## src/verilog/pcr_pkg.sv

```systemverilog
package pcr_pkg;

   ////////////////////////////////////////////////////////////////////////////
   localparam int          PCR_NREGS     = 8;
   localparam logic [15:0] PCR_ADDR_RMIX = 16'h4021;
   localparam logic [15:0] PCR_ADDR_MONO = 16'h4022;
   localparam logic [15:0] PCR_ADDR_LHP  = 16'h4023;
   localparam logic [15:0] PCR_ADDR_RHP  = 16'h4024;
   localparam logic [15:0] PCR_ADDR_LLO  = 16'h4025;
   localparam logic [15:0] PCR_ADDR_RLO  = 16'h4026;
   localparam logic [15:0] PCR_ADDR_MOUT = 16'h4027;
   localparam logic [15:0] PCR_ADDR_POP  = 16'h4028;
   localparam logic [15:0] PCR_ADDR_BASE = PCR_ADDR_RMIX;

   localparam logic [2:0] PCR_IDX_RMIX = 3'h0;
   localparam logic [2:0] PCR_IDX_MONO = 3'h1;
   localparam logic [2:0] PCR_IDX_LHP  = 3'h2;
   localparam logic [2:0] PCR_IDX_RHP  = 3'h3;
   localparam logic [2:0] PCR_IDX_LLO  = 3'h4;
   localparam logic [2:0] PCR_IDX_RLO  = 3'h5;
   localparam logic [2:0] PCR_IDX_MOUT = 3'h6;
   localparam logic [2:0] PCR_IDX_POP  = 3'h7;

   ////////////////////////////////////////////////////////////////////////////
   localparam int PCR_BOOST_R_LSB = 3;
   localparam int PCR_BOOST_L_LSB = 1;
   localparam int PCR_MODE2_LSB   = 1;
   localparam int PCR_EN_BIT      = 0;
   localparam int PCR_VOL_LSB     = 2;
   localparam int PCR_UNMUTE_BIT  = 1;
   localparam int PCR_MODE_BIT    = 0;
   localparam int PCR_POP_PWR_BIT = 4;
   localparam int PCR_POP_DIS_BIT = 3;
   localparam int PCR_SLEW_LSB    = 1;

   // Reset values, index 7 first
   localparam logic [7:0] PCR_RST_RMIX = 8'h00;
   localparam logic [7:0] PCR_RST_MONO = 8'h00;
   localparam logic [7:0] PCR_RST_VOL  = 8'h02;
   localparam logic [7:0] PCR_RST_POP  = 8'h00;
   localparam logic [PCR_NREGS-1:0][7:0] PCR_RST_TABLE =
      {PCR_RST_POP, PCR_RST_VOL, PCR_RST_VOL, PCR_RST_VOL,
       PCR_RST_VOL, PCR_RST_VOL, PCR_RST_MONO, PCR_RST_RMIX};

   // Implemented bits; reserved ones store nothing and read zero
   localparam logic [7:0] PCR_MASK_RMIX = 8'h1F;
   localparam logic [7:0] PCR_MASK_MONO = 8'h07;
   localparam logic [7:0] PCR_MASK_VOL  = 8'hFF;
   localparam logic [7:0] PCR_MASK_POP  = 8'h1E;
   localparam logic [PCR_NREGS-1:0][7:0] PCR_MASK_TABLE =
      {PCR_MASK_POP, PCR_MASK_VOL, PCR_MASK_VOL, PCR_MASK_VOL,
       PCR_MASK_VOL, PCR_MASK_VOL, PCR_MASK_MONO, PCR_MASK_RMIX};

   // Volume code 0 is -57 dB, two's complement in 7 bits
   localparam logic [6:0] PCR_VOL_MIN_DB   = 7'h47;
   localparam logic [5:0] PCR_VOL_0DB_CODE = 6'h39;
   localparam logic [5:0] PCR_VOL_MAX_CODE = 6'h3F;

   ////////////////////////////////////////////////////////////////////////////
   localparam int PCR_CLK_MHZ        = 100;
   localparam int PCR_SLEW_SHORT_US  = 21250;
   localparam int PCR_SLEW_MID_US    = 42500;
   localparam int PCR_SLEW_LONG_US   = 85000;
   localparam int PCR_SLEW_SHORT_CYC = PCR_SLEW_SHORT_US * PCR_CLK_MHZ;
   localparam int PCR_SLEW_MID_CYC   = PCR_SLEW_MID_US * PCR_CLK_MHZ;
   localparam int PCR_SLEW_LONG_CYC  = PCR_SLEW_LONG_US * PCR_CLK_MHZ;
   localparam int PCR_SLEW_CW        = 24;

   ////////////////////////////////////////////////////////////////////////////
   typedef enum logic [1:0] {
      PCR_BOOST_MUTE = 2'h0,
      PCR_BOOST_0DB  = 2'h1,
      PCR_BOOST_6DB  = 2'h2,
      PCR_BOOST_RSVD = 2'h3
   } pcr_boost_t;

   typedef enum logic [1:0] {
      PCR_MONO_CM   = 2'h0,
      PCR_MONO_0DB  = 2'h1,
      PCR_MONO_6DB  = 2'h2,
      PCR_MONO_RSVD = 2'h3
   } pcr_mono_mode_t;

   typedef enum logic [1:0] {
      PCR_SLEW_SHORT = 2'h0,
      PCR_SLEW_MID   = 2'h1,
      PCR_SLEW_LONG  = 2'h2,
      PCR_SLEW_OFF   = 2'h3
   } pcr_slew_t;

   typedef struct packed {
      logic        wr;
      logic        rd;
      logic [15:0] addr;
      logic [7:0]  wdata;
   } pcr_ctl_req_t;

   typedef struct packed {
      pcr_boost_t     rmix_from_right_boost;
      pcr_boost_t     rmix_from_left_boost;
      logic           right_out_mixer_enable;
      pcr_mono_mode_t mono_mixer_mode;
      logic           mono_mixer_enable;
      logic [5:0]     left_phones_volume;
      logic           left_phones_unmute;
      logic           phones_volume_enable;
      logic [5:0]     right_phones_volume;
      logic           right_phones_unmute;
      logic           phones_output_mode;
      logic [5:0]     left_line_volume;
      logic           left_line_unmute;
      logic           left_line_mode;
      logic [5:0]     right_line_volume;
      logic           right_line_unmute;
      logic           right_line_mode;
      logic [5:0]     mono_volume;
      logic           mono_unmute;
      logic           mono_output_mode;
      logic           pop_suppress_power_sel;
      logic           pop_suppress_disable;
      pcr_slew_t      volume_slew_sel;
   } pcr_cfg_t;

   typedef struct packed {
      logic phones_enable;
      logic mono_volume_active;
      logic volume_slewing;
   } pcr_stat_t;

endpackage

```

## src/verilog/pcr_reg8.sv

```systemverilog
`timescale 1ns/10ps
`default_nettype none

module pcr_reg8
#(
   parameter logic [7:0] RESET_VALUE = 8'h00,
   parameter logic [7:0] BIT_MASK    = 8'hFF
)
(
   // Clock and reset
   input  wire logic       clk,
   input  wire logic       rst,
   // Write side
   input  wire logic       we,
   input  wire logic [7:0] wdata,
   // Stored value
   output logic      [7:0] q
);

   // Reserved bits never hold a one, so readback needs no extra masking
   always_ff @(posedge clk or posedge rst)
   begin
      if (rst)
      begin
         q <= RESET_VALUE & BIT_MASK;
      end
      else if (we)
      begin
         q <= wdata & BIT_MASK;
      end
   end

endmodule

`default_nettype wire

```

## src/verilog/pcr_playback_output_control_regs.sv

```systemverilog
`timescale 1ns/10ps
`default_nettype none

module pcr_playback_output_control_regs
   import pcr_pkg::*;
#(
   parameter int SLEW_SHORT_CYCLES = PCR_SLEW_SHORT_CYC,
   parameter int SLEW_MID_CYCLES   = PCR_SLEW_MID_CYC,
   parameter int SLEW_LONG_CYCLES  = PCR_SLEW_LONG_CYC
)
(
   // Clock and reset
   input  wire logic         clk,
   input  wire logic         rst,
   // Control port
   input  wire pcr_ctl_req_t ctl_req,
   output logic [7:0]        ctl_rdata,
   output logic              ctl_rvalid,
   // Settings for the analog output stage
   output pcr_cfg_t          cfg,
   output pcr_stat_t         stat,
   // Gain in dB per volume register, index 0 is left phones
   output logic [4:0][6:0]   out_gain_db
);

   ////////////////////////////////////////////////////////////////////////////
   // Address decode

   logic [15:0] addr_off;
   logic        addr_hit;
   logic [2:0]  addr_idx;
   logic        vol_write;

   assign addr_off = ctl_req.addr - PCR_ADDR_BASE;
   assign addr_hit = (addr_off < 16'(PCR_NREGS));
   assign addr_idx = addr_off[2:0];
   assign vol_write = ctl_req.wr && addr_hit &&
                      (addr_idx >= PCR_IDX_LHP) && (addr_idx <= PCR_IDX_MOUT);

   ////////////////////////////////////////////////////////////////////////////
   // Register cells

   logic [7:0] reg_q [PCR_NREGS];

   genvar gi;
   generate
      for (gi = 0; gi < PCR_NREGS; gi++)
      begin : g_reg
         logic cell_we;
         assign cell_we = ctl_req.wr && addr_hit && (addr_idx == 3'(gi));
         pcr_reg8
         #(
            .RESET_VALUE (PCR_RST_TABLE[gi]),
            .BIT_MASK    (PCR_MASK_TABLE[gi])
         )
         u_cell
         (
            .clk   (clk),
            .rst   (rst),
            .we    (cell_we),
            .wdata (ctl_req.wdata),
            .q     (reg_q[gi])
         );
      end
   endgenerate

   ////////////////////////////////////////////////////////////////////////////
   // Read port; a read in the same cycle as a write returns the old value

   always_ff @(posedge clk or posedge rst)
   begin
      if (rst)
      begin
         ctl_rdata <= 8'h00;
      end
      else if (ctl_req.rd)
      begin
         ctl_rdata <= addr_hit ? reg_q[addr_idx] : 8'h00;
      end
   end

   always_ff @(posedge clk or posedge rst)
   begin
      if (rst)
      begin
         ctl_rvalid <= 1'b0;
      end
      else
      begin
         ctl_rvalid <= ctl_req.rd;
      end
   end

   ////////////////////////////////////////////////////////////////////////////
   // Field view of the cells

   // Reserved codes pass through unchanged; the analog stage owns their effect
   assign cfg.rmix_from_right_boost =
      pcr_boost_t'(reg_q[PCR_IDX_RMIX][PCR_BOOST_R_LSB +: 2]);
   assign cfg.rmix_from_left_boost =
      pcr_boost_t'(reg_q[PCR_IDX_RMIX][PCR_BOOST_L_LSB +: 2]);
   assign cfg.right_out_mixer_enable = reg_q[PCR_IDX_RMIX][PCR_EN_BIT];
   assign cfg.mono_mixer_mode =
      pcr_mono_mode_t'(reg_q[PCR_IDX_MONO][PCR_MODE2_LSB +: 2]);
   assign cfg.mono_mixer_enable = reg_q[PCR_IDX_MONO][PCR_EN_BIT];

   assign cfg.left_phones_volume   = reg_q[PCR_IDX_LHP][PCR_VOL_LSB +: 6];
   assign cfg.left_phones_unmute   = reg_q[PCR_IDX_LHP][PCR_UNMUTE_BIT];
   assign cfg.phones_volume_enable = reg_q[PCR_IDX_LHP][PCR_EN_BIT];

   assign cfg.right_phones_volume = reg_q[PCR_IDX_RHP][PCR_VOL_LSB +: 6];
   assign cfg.right_phones_unmute = reg_q[PCR_IDX_RHP][PCR_UNMUTE_BIT];
   assign cfg.phones_output_mode  = reg_q[PCR_IDX_RHP][PCR_MODE_BIT];

   assign cfg.left_line_volume = reg_q[PCR_IDX_LLO][PCR_VOL_LSB +: 6];
   assign cfg.left_line_unmute = reg_q[PCR_IDX_LLO][PCR_UNMUTE_BIT];
   assign cfg.left_line_mode   = reg_q[PCR_IDX_LLO][PCR_MODE_BIT];

   assign cfg.right_line_volume = reg_q[PCR_IDX_RLO][PCR_VOL_LSB +: 6];
   assign cfg.right_line_unmute = reg_q[PCR_IDX_RLO][PCR_UNMUTE_BIT];
   assign cfg.right_line_mode   = reg_q[PCR_IDX_RLO][PCR_MODE_BIT];

   assign cfg.mono_volume      = reg_q[PCR_IDX_MOUT][PCR_VOL_LSB +: 6];
   assign cfg.mono_unmute      = reg_q[PCR_IDX_MOUT][PCR_UNMUTE_BIT];
   // Not forced by hardware; capless setups rely on software here
   assign cfg.mono_output_mode = reg_q[PCR_IDX_MOUT][PCR_MODE_BIT];

   assign cfg.pop_suppress_power_sel = reg_q[PCR_IDX_POP][PCR_POP_PWR_BIT];
   assign cfg.pop_suppress_disable   = reg_q[PCR_IDX_POP][PCR_POP_DIS_BIT];
   assign cfg.volume_slew_sel =
      pcr_slew_t'(reg_q[PCR_IDX_POP][PCR_SLEW_LSB +: 2]);

   ////////////////////////////////////////////////////////////////////////////
   // Decoded enables

   always_ff @(posedge clk or posedge rst)
   begin
      if (rst)
      begin
         stat.phones_enable <= 1'b0;
      end
      else
      begin
         stat.phones_enable <= cfg.phones_volume_enable | cfg.phones_output_mode;
      end
   end

   always_ff @(posedge clk or posedge rst)
   begin
      if (rst)
      begin
         stat.mono_volume_active <= 1'b0;
      end
      else
      begin
         stat.mono_volume_active <= (cfg.mono_mixer_mode != PCR_MONO_CM);
      end
   end

   ////////////////////////////////////////////////////////////////////////////
   // Volume slew timer, restarted by each volume write

   logic [PCR_SLEW_CW-1:0] slew_cnt_reg;
   logic [PCR_SLEW_CW-1:0] slew_cnt_next;

   // The slew setting in force before the write decides the length
   always_comb
   begin
      slew_cnt_next = slew_cnt_reg;
      if (vol_write)
      begin
         unique case (cfg.volume_slew_sel)
            PCR_SLEW_SHORT: slew_cnt_next = PCR_SLEW_CW'(SLEW_SHORT_CYCLES);
            PCR_SLEW_MID:   slew_cnt_next = PCR_SLEW_CW'(SLEW_MID_CYCLES);
            PCR_SLEW_LONG:  slew_cnt_next = PCR_SLEW_CW'(SLEW_LONG_CYCLES);
            PCR_SLEW_OFF:   slew_cnt_next = '0;
         endcase
      end
      else if (slew_cnt_reg != '0)
      begin
         slew_cnt_next = slew_cnt_reg - 1'b1;
      end
   end

   always_ff @(posedge clk or posedge rst)
   begin
      if (rst)
      begin
         slew_cnt_reg <= '0;
      end
      else
      begin
         slew_cnt_reg <= slew_cnt_next;
      end
   end

   always_ff @(posedge clk or posedge rst)
   begin
      if (rst)
      begin
         stat.volume_slewing <= 1'b0;
      end
      else
      begin
         stat.volume_slewing <= (slew_cnt_next != '0);
      end
   end

   ////////////////////////////////////////////////////////////////////////////
   // Gain in dB, one per volume register

   generate
      for (gi = 0; gi < 5; gi++)
      begin : g_gain
         always_ff @(posedge clk or posedge rst)
         begin
            if (rst)
            begin
               out_gain_db[gi] <= PCR_VOL_MIN_DB;
            end
            else
            begin
               out_gain_db[gi] <= {1'b0, reg_q[gi + 2][PCR_VOL_LSB +: 6]}
                                  + PCR_VOL_MIN_DB;
            end
         end
      end
   endgenerate
endmodule

`default_nettype wire

```

## config.mk

```make
export PLATFORM = sky130hd
export DESIGN_NAME = pcr_playback_output_control_regs
export DESIGN_NICKNAME = d
export VERILOG_FILES = /design/src/verilog/pcr_pkg.sv /design/src/verilog/pcr_reg8.sv /design/src/verilog/pcr_playback_output_control_regs.sv
export SDC_FILE = /design/constraint.sdc
export NUM_CORES = 1
export LEC_CHECK = 0
export BUFFER_PORTS_ARGS = -buffer_cell sky130_fd_sc_hd__buf_4
export CELL_PAD_IN_SITES_DETAIL_PLACEMENT = 1
export CELL_PAD_IN_SITES_GLOBAL_PLACEMENT = 2
export CORE_MARGIN = 2
export CORE_UTILIZATION = 39
export DETAILED_ROUTE_END_ITERATION = 8
export PLACE_DENSITY_LB_ADDON = 0.2
export REMOVE_ABC_BUFFERS = 1
export SETUP_SLACK_MARGIN = 0.05
export SYNTH_ARGS = -nofsm -noshare
export SYNTH_HDL_FRONTEND = slang
export SYNTH_HIERARCHICAL = 1
export SYNTH_SLANG_ARGS = --single-unit
```

## constraint.sdc

```tcl
create_clock -name clk -period 4.85 [get_ports clk]
set_input_delay 0.97 -clock clk [delete_from_list [all_inputs] [get_ports clk]]
set_output_delay 0.97 -clock clk [all_outputs]
set_load 0.1 [all_outputs]
```

Word-level counts from Yosys, hierarchy flattened

Cells that the tools add are included.

Flip-flop bits (word level): 123
Input bits: 28
Output and inout port bits: 99
Word-level logic and storage cells: 65

Add/subtract/negate cells: 7
$lt $le $gt $ge: 4
Equality and inequality tests: 10
Mux-type cells: 7
Bitwise gates (word level): 2
Reduce and logical (&&, ||, !) cells: 16

Operator list:

| operator                 | count |
|---|---|
| $pmux W24 S4             | 1 |
| $mux W24                 | 2 |
| $reduce_bool A24 Y1      | 2 |
| $add A6 B7 Y7 const B    | 5 |
| $bmux W8 S3              | 1 |
| $mux W8                  | 3 |
| $sub A24 B1 Y24 const B  | 1 |
| $lt A16 B4 Y1 const B    | 1 |
| $sub A16 B15 Y16 const B | 1 |
| $eq A3 B3 Y1 const B     | 4 |
| $logic_and A1 B1 Y1      | 11 |
| $eq A3 B2 Y1 const B     | 2 |
| $eq A2 B2 Y1 const B     | 2 |
| $ge A4 B4 Y1 const B     | 1 |
| $not A3 Y4               | 1 |
| $eq A3 B1 Y1 const B     | 1 |
| $ge A3 B2 Y1 const B     | 1 |
| $le A3 B3 Y1 const B     | 1 |
| $logic_not A3 Y1         | 1 |
| $eq A2 B1 Y1 const B     | 1 |
| $logic_not A2 Y1         | 1 |
| $reduce_bool A2 Y1       | 1 |
| $or A1 B1 Y1             | 1 |

Logic depth before layout (Yosys ltp)

Gate-level depths: netlist of the first run.

Depth in word-level cells: 7
Mapped depth: 14
Depth with buffers taken out: 11

Modules after synthesis

Netlist of the first run, hierarchy kept.

By module, submodules not included:

| module                           | times used | cells an instance | area an instance (sq um) | sequential area each (sq um) |
|---|---|---|---|---|
| pcr_playback_output_control_regs | 1          | 406               | 4212.8                   | 1801.7 |
| pcr_reg8 at g_reg[2].u_cell ...  | 5          | 18                | 336.6                    | 201.4 |
| pcr_reg8 at g_reg[0].u_cell      | 1          | 15                | 211.5                    | 125.1 |
| pcr_reg8 at g_reg[7].u_cell      | 1          | 14                | 182.7                    | 100.1 |
| pcr_reg8 at g_reg[1].u_cell      | 1          | 13                | 153.9                    | 75.1 |

Least setup slack after synthesis of the first run

No wires, ideal clock.

Path kind: in2reg
Start: input ctl_req[8] in the netlist's numbering
End: register g_reg[6].u_cell.q[5]
Library setup time: 0.127 ns
Arrival time: 4.338 ns
Required time: 4.723 ns
Slack: 0.386 ns
Stages on the path: 12
Path buffers: 3
Cells stage by stage: buf_2 -> clkbuf_1 -> inv_1 -> ha_1 -> or4b_2 -> or4_1 -> a2111oi_2 -> and2_1 -> nor2b_1 -> nor3b_1 -> buf_6 -> mux2_4

Word-level cells in the longest chain between the ends: 4
Elaborated cells between the ends (all ways): 5
Those cells by class: add/sub: 1; order compare: 1; eq/ne: 1; reduce/logical: 2

Ends and longest elaborated chain:

| what                  | RTL line                               | text |
|---|---|---|
| start, declared       | pcr_playback_output_control_regs.sv:16 | `input wire pcr_ctl_req_t ctl_req,` |
| $sub A16 B15 Y16 *    | pcr_playback_output_control_regs.sv:34 | `assign addr_off = ctl_req.addr - PCR_ADDR_BASE;` |
| $lt A16 B4 Y1         | pcr_playback_output_control_regs.sv:35 | `assign addr_hit = (addr_off < 16'(PCR_NREGS));` |
| $logic_and A1 B1 Y1   | pcr_playback_output_control_regs.sv:50 | `assign cell_we = ctl_req.wr && addr_hit && (addr_idx == 3'(gi));` |
| $logic_and A1 B1 Y1 * | pcr_playback_output_control_regs.sv:50 |  |
| via g_reg[6].cell_we  | pcr_playback_output_control_regs.sv:49 | `logic cell_we;` |
| end signal, assigned  | pcr_reg8.sv:25                         | `q <= RESET_VALUE & BIT_MASK;` |
| end signal, assigned  | pcr_reg8.sv:29                         | `q <= wdata & BIT_MASK;` |
| end, declared         | pcr_reg8.sv:17                         | `output logic [7:0] q` |

Mark *: on every way through the listed nets, which the timed path passes. The rest lies on a longest branch.
A chain may end at the register's enable or synchronous reset.

Worst setup path after layout of the first run

Start: input ctl_req[8] in the netlist's numbering
End: register g_reg[4].u_cell.q[4]

Word-level cells in the longest chain between the ends: 4
Elaborated cells between the ends (all ways): 5
Those cells by class: add/sub: 1; order compare: 1; eq/ne: 1; reduce/logical: 2

Ends and longest elaborated chain:

| what                  | RTL line |
|---|---|
| $sub A16 B15 Y16 *    | pcr_playback_output_control_regs.sv:34 |
| $lt A16 B4 Y1         | pcr_playback_output_control_regs.sv:35 |
| $logic_and A1 B1 Y1   | pcr_playback_output_control_regs.sv:50 |
| $logic_and A1 B1 Y1 * | pcr_playback_output_control_regs.sv:50 |
| via g_reg[4].cell_we  | pcr_playback_output_control_regs.sv:49 |
| end signal, assigned  | pcr_reg8.sv:25 |
| end signal, assigned  | pcr_reg8.sv:29 |
| end, declared         | pcr_reg8.sv:17 |

Marked as above.

==> results.sh, run 1 <==
export IMPL_dieArea_sq_mm=0.01757
export IMPL_r2r_end="stat[0]"
export IMPL_htreeDepth=4
export IMPL_start_util_pct=40.27
export IMPL_syn_to_final_growth_pct=26.97
export IMPL_period_needed_ns=4.023
export IMPL_crit_cells=10
export IMPL_reg2reg_slack_ns=1.18
export IMPL_synth_cells=538
export IMPL_detail_route_antenna_nets=0
export IMPL_yosysUniqueCellTypes=54
export IMPL_overflow=0
export IMPL_portBuffers=126
export IMPL_power_density_mw_per_mm2=315.6
export IMPL_ys_warn_count=6
export IMPL_min_path_type="in2async"
export IMPL_insertedDiodeCount=0
export IMPL_placed_cells=868
export IMPL_gp_congestion=0.8644
export IMPL_largest_reg_flops=52
export IMPL_path_delay_family="simple AND/OR/NAND/NOR gates"
export IMPL_critPathKind="in2reg"
export IMPL_r2r_start="slew_cnt_reg[6]"
export IMPL_synth_seq_area_share_pct=48.25
export IMPL_ff2ff_path_depth=8
export IMPL_finClkSkew_ns=0.01332
export IMPL_slowest_delay_ns=0.63
export IMPL_die_w_microns=132.5
export IMPL_insertion_delay_ns=0.42
export IMPL_grt_pass1_vias=5002
export IMPL_place_ws_ns=0.4187
export IMPL_status="finished, final reports clean"
export IMPL_coreArea_sq_mm=0.01600
export IMPL_route_detailed_drc=0
export IMPL_worstPathRequired_ns=5.15
export IMPL_drt_iter0_markers=266
export IMPL_wl_per_cell_microns=20.48
export IMPL_crit_path_frequent_cell="and2_1"
export IMPL_grt_max_degree=38
export IMPL_fin_nets=714
export IMPL_synth_area_sq_mm=0.006444
export IMPL_maxSlewViolCount=0
export IMPL_hpwl_microns=13730
export IMPL_relSlewSlack_pct=47.69
export IMPL_viasPerCell=5.197
export IMPL_ios=127
export IMPL_cts_path_max_buffers=2
export IMPL_rows=46
export IMPL_synth_edf_count=0
export IMPL_fp_dieH_microns=132.5
export IMPL_vdd_ir_drop_max_v=0.0002282
export IMPL_dr_pass1_iters=6
export IMPL_cap_violations=0
export IMPL_antenna_found_initial=0
export IMPL_wl_microns=18430
export IMPL_post_cts_buffers=0
export IMPL_cp_num_buf_inv=2
export IMPL_fmax_mhz=248.5
export IMPL_grt_pass1_wl_microns=28790
export IMPL_crit_path_end_kind="flop"
export IMPL_ys_flop_type="dfrtp_1"
export IMPL_rsz0062_at_grt="no"
export IMPL_crit_path_cell_trace="buf_4, inv_1, ha_1, or4b_2, or4_1, a2111oi_2, and2_1, nor2b_1, and2_1, mux2_4"
export IMPL_clk_pin_slew_worst_paths_ns=0.06
export IMPL_p_leak_nw=3.698
export IMPL_hold_buffers=0
export IMPL_fin_ws_ns=0.8265
export IMPL_worstPathMaxFanout=8
export IMPL_cts_buffers=17
export IMPL_tightestPinTransition_ns=0.7836
export IMPL_setup_violations=0
export IMPL_syn_avg_cell_area_sq_um=11.98
export IMPL_ctsRootBufferMaster="clkbuf_16"
export IMPL_grt_total_usage_pct=21.42
export IMPL_finalCritPeriodShare_pct=82.96
export IMPL_ctsResizeCount=0
export IMPL_numClockSinks=123
export IMPL_drive_gt1_share_pct=42.40
export IMPL_slowest_stage="or4b_2"
export IMPL_vias=4677
export IMPL_cp_start_kind="primary input"
export IMPL_synth_async_sr_flop_share_pct=100.0
export IMPL_ys_seq_elements=123
export IMPL_crit_arrival_ns=4.32
export IMPL_fin_cells=900
export IMPL_hold_viol=0
export IMPL_cts_tree="built"
==> stage by stage <==
step | hold WS, ns | power (mW) | cell area (sq um) | setup TNS [ns] | utilization, %
2_1_floorplan | 0.5294 | 1.208 | 6280 | -1.686 | -
3_3_place_gp | 0.5218 | 1.283 | 7569 | 0 | 47.30
3_5_place_dp | 0.5280 | 1.289 | 7569 | 0 | 47.30
4_1_cts | 0.4664 | 2.606 | 8182 | 0 | 51.13
5_1_grt | 0.4768 | 2.680 | 8182 | 0 | 51.13
6_report | 0.4699 | 2.582 | 8182 | 0 | 51.13
==> final cells by class <==
class / instances / area [sq um]
tap: 216 / 270.3
clock inverter: 11 / 142.6
multi-input combinational: 354 / 3025
sequential: 123 / 3109
timing repair buffer: 135 / 1013
clock buffer: 21 / 470.5
fill: 1729 / 7819
inverter: 40 / 150.1
==> synth_stat cells, types with 2 or more instances <==
library cell / instances / area, sq um
conb_1: 3 / 11.26
and2_1: 4 / 25.02
o31ai_1: 2 / 15.01
mux2_4: 40 / 600.6
nor2_1: 40 / 150.1
dfstp_2: 25 / 656.9
nor4_1: 10 / 62.56
mux2_2: 23 / 259.0
and3_1: 5 / 31.28
nor4bb_1: 2 / 20.02
inv_1: 40 / 150.1
nand2_1: 20 / 75.07
or3b_2: 2 / 17.52
clkbuf_1: 11 / 41.29
buf_2: 2 / 10.01
buf_6: 5 / 56.30
nor2b_1: 2 / 12.51
o21ai_0: 16 / 80.08
or3_1: 4 / 25.02
or3_4: 2 / 22.52
or4_1: 6 / 45.04
buf_4: 12 / 90.09
nand3b_1: 6 / 45.04
nand2b_1: 5 / 31.28
mux4_2: 16 / 360.4
a2111oi_2: 3 / 45.04
xor2_1: 12 / 105.1
nand3_1: 13 / 65.06
ha_1: 15 / 187.7
dfrtp_1: 98 / 2452
xnor2_1: 29 / 254.0
a211o_1: 2 / 17.52
nor3b_1: 3 / 22.52
nand4_1: 9 / 56.30
or4b_2: 2 / 20.02
nor3_1: 17 / 85.08
or2_2: 2 / 12.51
a21oi_1: 14 / 70.07
==> how the worst max path moves through the flow <==
stage | start | to
2_1_floorplan | ctl_req[8] | g_reg[6].u_cell/q[5]
3_3_place_gp | ctl_req[8] | g_reg[5].u_cell/q[5]
3_5_place_dp | ctl_req[8] | g_reg[4].u_cell/q[5]
4_1_cts | ctl_req[8] | g_reg[4].u_cell/q[5]
5_1_grt | ctl_req[8] | g_reg[4].u_cell/q[4]
6_report | ctl_req[8] | g_reg[4].u_cell/q[4]
==> kinds of logic after synthesis <==
group | after synthesis | synth area share, %
fa+ha+maj | 15 | 2.913
xor+xnor | 41 | 5.573
compound gates | 46 | 4.932
other cells | 3 | 0.1747
simple gates | 161 | 13.82
mux | 79 | 18.93
buf+inv | 70 | 5.398
flops | 123 | 48.25
==> power by group <==
part	internal (mW)	leakage [nW]	switching, mW	total, mW
logic	0.0773	1.84	0.112	0.189
registers	1.05	1.56	0.0308	1.08
clock network	0.846	0.299	0.465	1.31
total	1.97	3.70	0.608	2.58
==> per-layer routing <==
metal	share of wire, %	track usage, %	routed length, microns
met2	48	34.37	8849
met3	4.1	4.138	763
met5	0	0	0
met4	1.1	6.571	197
met1	47	29.54	8618
==> placed cells by master, fill, tap and decap left out, drive strengths merged, types with 20 or more instances in the layout <==
cell and instances:
buf 135, clkbuf 21, dfrtp 98, dfstp 25, inv 40, mux2 63, nand2 20, nor2 40
xnor2 29
No activity file was read; power rests on OpenSTA's default activity.
==> run 2: changes to the inputs <==
--- a/config.mk
+++ b/config.mk
@@ -5,11 +5,12 @@
 export SDC_FILE = /design/constraint.sdc
 export NUM_CORES = 1
 export LEC_CHECK = 0
+export ABC_AREA = 1
 export BUFFER_PORTS_ARGS = -buffer_cell sky130_fd_sc_hd__buf_4
 export CELL_PAD_IN_SITES_DETAIL_PLACEMENT = 1
 export CELL_PAD_IN_SITES_GLOBAL_PLACEMENT = 2
 export CORE_MARGIN = 2
-export CORE_UTILIZATION = 39
+export CORE_UTILIZATION = 29
 export DETAILED_ROUTE_END_ITERATION = 8
 export PLACE_DENSITY_LB_ADDON = 0.2
 export REMOVE_ABC_BUFFERS = 1
==> constraint.sdc (replaced) <==
create_clock -name clk -period 3.5 [get_ports clk]
set_input_delay 0.7 -clock clk [delete_from_list [all_inputs] [get_ports clk]]
set_output_delay 0.7 -clock clk [all_outputs]
set_load 0.1 [all_outputs]
==> run 2 against run 1 <==
Net effect:
- combinational power rose to 5.5 times the previous value
- global-route usage down 1.7 points
- sequential cell count unchanged
- sequential power up 56%
- synthesized cell count up 67%
- power up 79%
- die area up 39%
- worst setup slack worse by 0.25 ns
- core utilization down 13 points
- first-iteration DRC count up 11%
- via count up 31%
- largest power group unchanged
- highest routed layer unchanged
==> results.sh, run 2 <==
export IMPL_status="finished, final reports clean"
export IMPL_tightestPinTransition_ns=0.8213
export IMPL_hold_viol=0
export IMPL_mostFrequentLayoutCell="nand2_1"
export IMPL_ios=127
export IMPL_yosys_area_share_simple_pct=31.50
export IMPL_portBuffers=126
export IMPL_multi_input_area_sq_mm=0.003040
export IMPL_syn_to_final_growth_pct=28.12
export IMPL_synth_edf_count=0
export IMPL_wl_per_cell_microns=17.15
export IMPL_rows=55
export IMPL_detail_route_antenna_nets=0
export IMPL_route_detailed_drc=0
export IMPL_ctsRootBufferMaster="clkbuf_16"
export IMPL_synth_xor_area_share_pct=4.429
export IMPL_worstPathMaxFanout=9
export IMPL_fin_util_pct=37.93
export IMPL_synth_cells=899
export IMPL_largest_reg_flops=52
export IMPL_slowest_stage="nor3_1"
export IMPL_crit_arrival_ns=3.23
export IMPL_cp_start_kind="primary input"
export IMPL_grt_pass1_wl_microns=36360
export IMPL_clk_pin_slew_worst_paths_ns=0.06
export IMPL_whs_ns=0.2330
export IMPL_cts_tree="built"
export IMPL_viasPerCell=4.600
export IMPL_maxSlewViolCount=0
export IMPL_ys_warn_count=6
export IMPL_place_ws_ns=0.1392
export IMPL_ys_seq_elements=123
export IMPL_gp_congestion=0.7812
export IMPL_worstPathRequired_ns=3.81
export IMPL_crit_path_end_kind="flop"
export IMPL_fmax_mhz=341.6
export IMPL_drive_gt1_share_pct=20.74
export IMPL_dr_pass1_iters=5
export IMPL_path_delay_family="simple AND/OR/NAND/NOR gates"
export IMPL_htreeDepth=4
export IMPL_synth_async_sr_flop_share_pct=100.0
export IMPL_cp_num_buf_inv=6
export IMPL_numClockSinks=123
export IMPL_fin_nets=1081
export IMPL_ctsResizeCount=0
export IMPL_synth_mux_area_share_pct=0
export IMPL_grt_total_usage_pct=19.67
export IMPL_synth_area_leaders="dfrtp_1 (36%), nand2_1 (18%), dfstp_2 (9.8%)"
export IMPL_setup_violations=0
export IMPL_design_area_sq_mm=0.008615
export IMPL_cts_buffers=17
export IMPL_finalCritPeriodShare_pct=83.64
export IMPL_vdd_ir_drop_max_v=0.0002850
export IMPL_grt_max_degree=47
export IMPL_hold_buffers=0
export IMPL_finalSetupTns_ns=0
export IMPL_finClkSkew_ns=0.006975
export IMPL_p_leak_nw=4.550
export IMPL_critPathKind="in2reg"
export IMPL_syn_avg_cell_area_sq_um=7.479
export IMPL_fin_ws_ns=0.5727
export IMPL_final_cell_mix="nand2_1 (329), buf_4 (139), dfrtp_1 (98), inv_1 (94), nor2_1 (90)"
export IMPL_start_util_pct=29.61
export IMPL_ys_top_cells_by_count="nand2_1 (329), dfrtp_1 (98), inv_1 (95), nor2_1 (90), nand3_1 (55)"
export IMPL_slowest_delay_ns=0.24
export IMPL_ys_flop_type="dfrtp_1"
export IMPL_crit_path_cell_trace="buf_4, inv_1, ha_1, inv_1, nor2_1, nand2_1, nand2_2, nand2_1, o21ai_1, nand2_1, nor2_1, nand4_1, nor2_1, nand2_1, inv_1, nand2_1, nor3_1, buf_4, inv_2, nand2_1, nand2_1"
export IMPL_synthAdderAreaFrac_pct=2.791
export IMPL_yosysMostFrequentCell="nand2_1"
export IMPL_hpwl_microns=17660
export IMPL_nFillCells=2839
export IMPL_grt_pass1_vias=6448
export IMPL_vias=6146
export IMPL_yosysUniqueCellTypes=35
export IMPL_period_needed_ns=2.927
export IMPL_synth_compound_area_share_pct=5.824
export IMPL_cts_path_max_buffers=2
export IMPL_drt_iter0_markers=294
export IMPL_synth_top_cell_area_share_pct=36.47
export IMPL_register_area_sq_mm=0.003109
export IMPL_synth_top_family_by_area="simple AND/OR/NAND/NOR gates"
export IMPL_fp_dieH_microns=156.3
export IMPL_dieArea_sq_mm=0.02442
export IMPL_place_area_sq_mm=0.007975
export IMPL_crit_path_frequent_cell="nand2_1"
export IMPL_power_density_mw_per_mm2=537.6
export IMPL_synth_top_area_cell="dfrtp_1"
export IMPL_insertion_delay_ns=0.42
export IMPL_relSlewSlack_pct=44.82
export IMPL_cap_violations=0
export IMPL_wl_microns=22910
export IMPL_overflow=0
export IMPL_antenna_found_initial=0
export IMPL_min_path_type="in2async"
export IMPL_rsz0062_at_grt="no"
export IMPL_die_w_microns=156.3
export IMPL_insertedDiodeCount=0
export IMPL_synth_seq_area_share_pct=46.24
export IMPL_post_cts_buffers=0
export IMPL_coreArea_sq_mm=0.02271
export IMPL_synth_area_sq_mm=0.006724
run 2: final cells by class:
class / instances / share of cell area (%)
clock inverter: 15 / 2.484
clock buffer: 17 / 4.938
timing repair buffer: 140 / 12.35
tap: 285 / 4.139
sequential: 123 / 36.09
inverter: 108 / 4.706
multi-input combinational: 648 / 35.29
run 2: cells by family after synthesis:
| family | after synthesis |
|---|---|
| AND/OR/NAND/NOR | 516 |
| buffers and inverters | 137 |
| XOR/XNOR | 34 |
| AO/OA/AOI/OAI | 71 |
| other | 3 |
| adder cells (fa/ha/maj) | 15 |
| flip-flops | 123 |
run 2: routing by layer:
layer / up-vias / global-route usage (%) / wire [microns]
met5: - / 0 / 0
met4: 0 / 4.980 / 235
met3: 16 / 3.572 / 722
met2: 93 / 32.52 / 11150
met1: 2968 / 26.64 / 10810
li1: 3069 / - / -
run 2: final timing paths:
kind                                 startpoint              endpoint  slack, ns  depth (start not counted)
setup reg to reg                slew_cnt_reg[9]               stat[0]       0.77                         10
hold / removal                              rst  g_reg[1].u_cell/q[1]       0.23                          2
max in group asynchronous                   rst       out_gain_db[29]       2.32                          3
min in group clk                    ctl_req[24]            ctl_rvalid       0.40                          1
hold reg to reg            g_reg[6].u_cell/q[1]  g_reg[6].u_cell/q[1]       0.48                          2
setup / recovery                     ctl_req[9]  g_reg[6].u_cell/q[4]       0.57                         21
run 2: worst register-to-register path: stages (launching register included):
cell,delay (ns)
dfrtp_1,0.42
nor2_1,0.30
nand2_1,0.17
nor2_1,0.25
nand3_1,0.43
nand2_1,0.16
o21ai_0,0.13
o41ai_1,0.47
nand2_1,0.10
nor2_1,0.11
nand3_1,0.08
run 2: metrics by stage:
stage | std cells | power, mW
global placement | 1304 | 2.756
floorplan | 879 | 2.391
finish | 1336 | 4.631
detailed placement | 1304 | 2.755
global route | 1336 | 4.925
CTS | 1336 | 4.694
run 2: where the power goes:
part	internal, mW	switching, mW	total [mW]	leakage (nW)
logic	0.340	0.698	1.04	2.65
clock network	1.21	0.706	1.91	0.310
registers	1.55	0.127	1.68	1.59
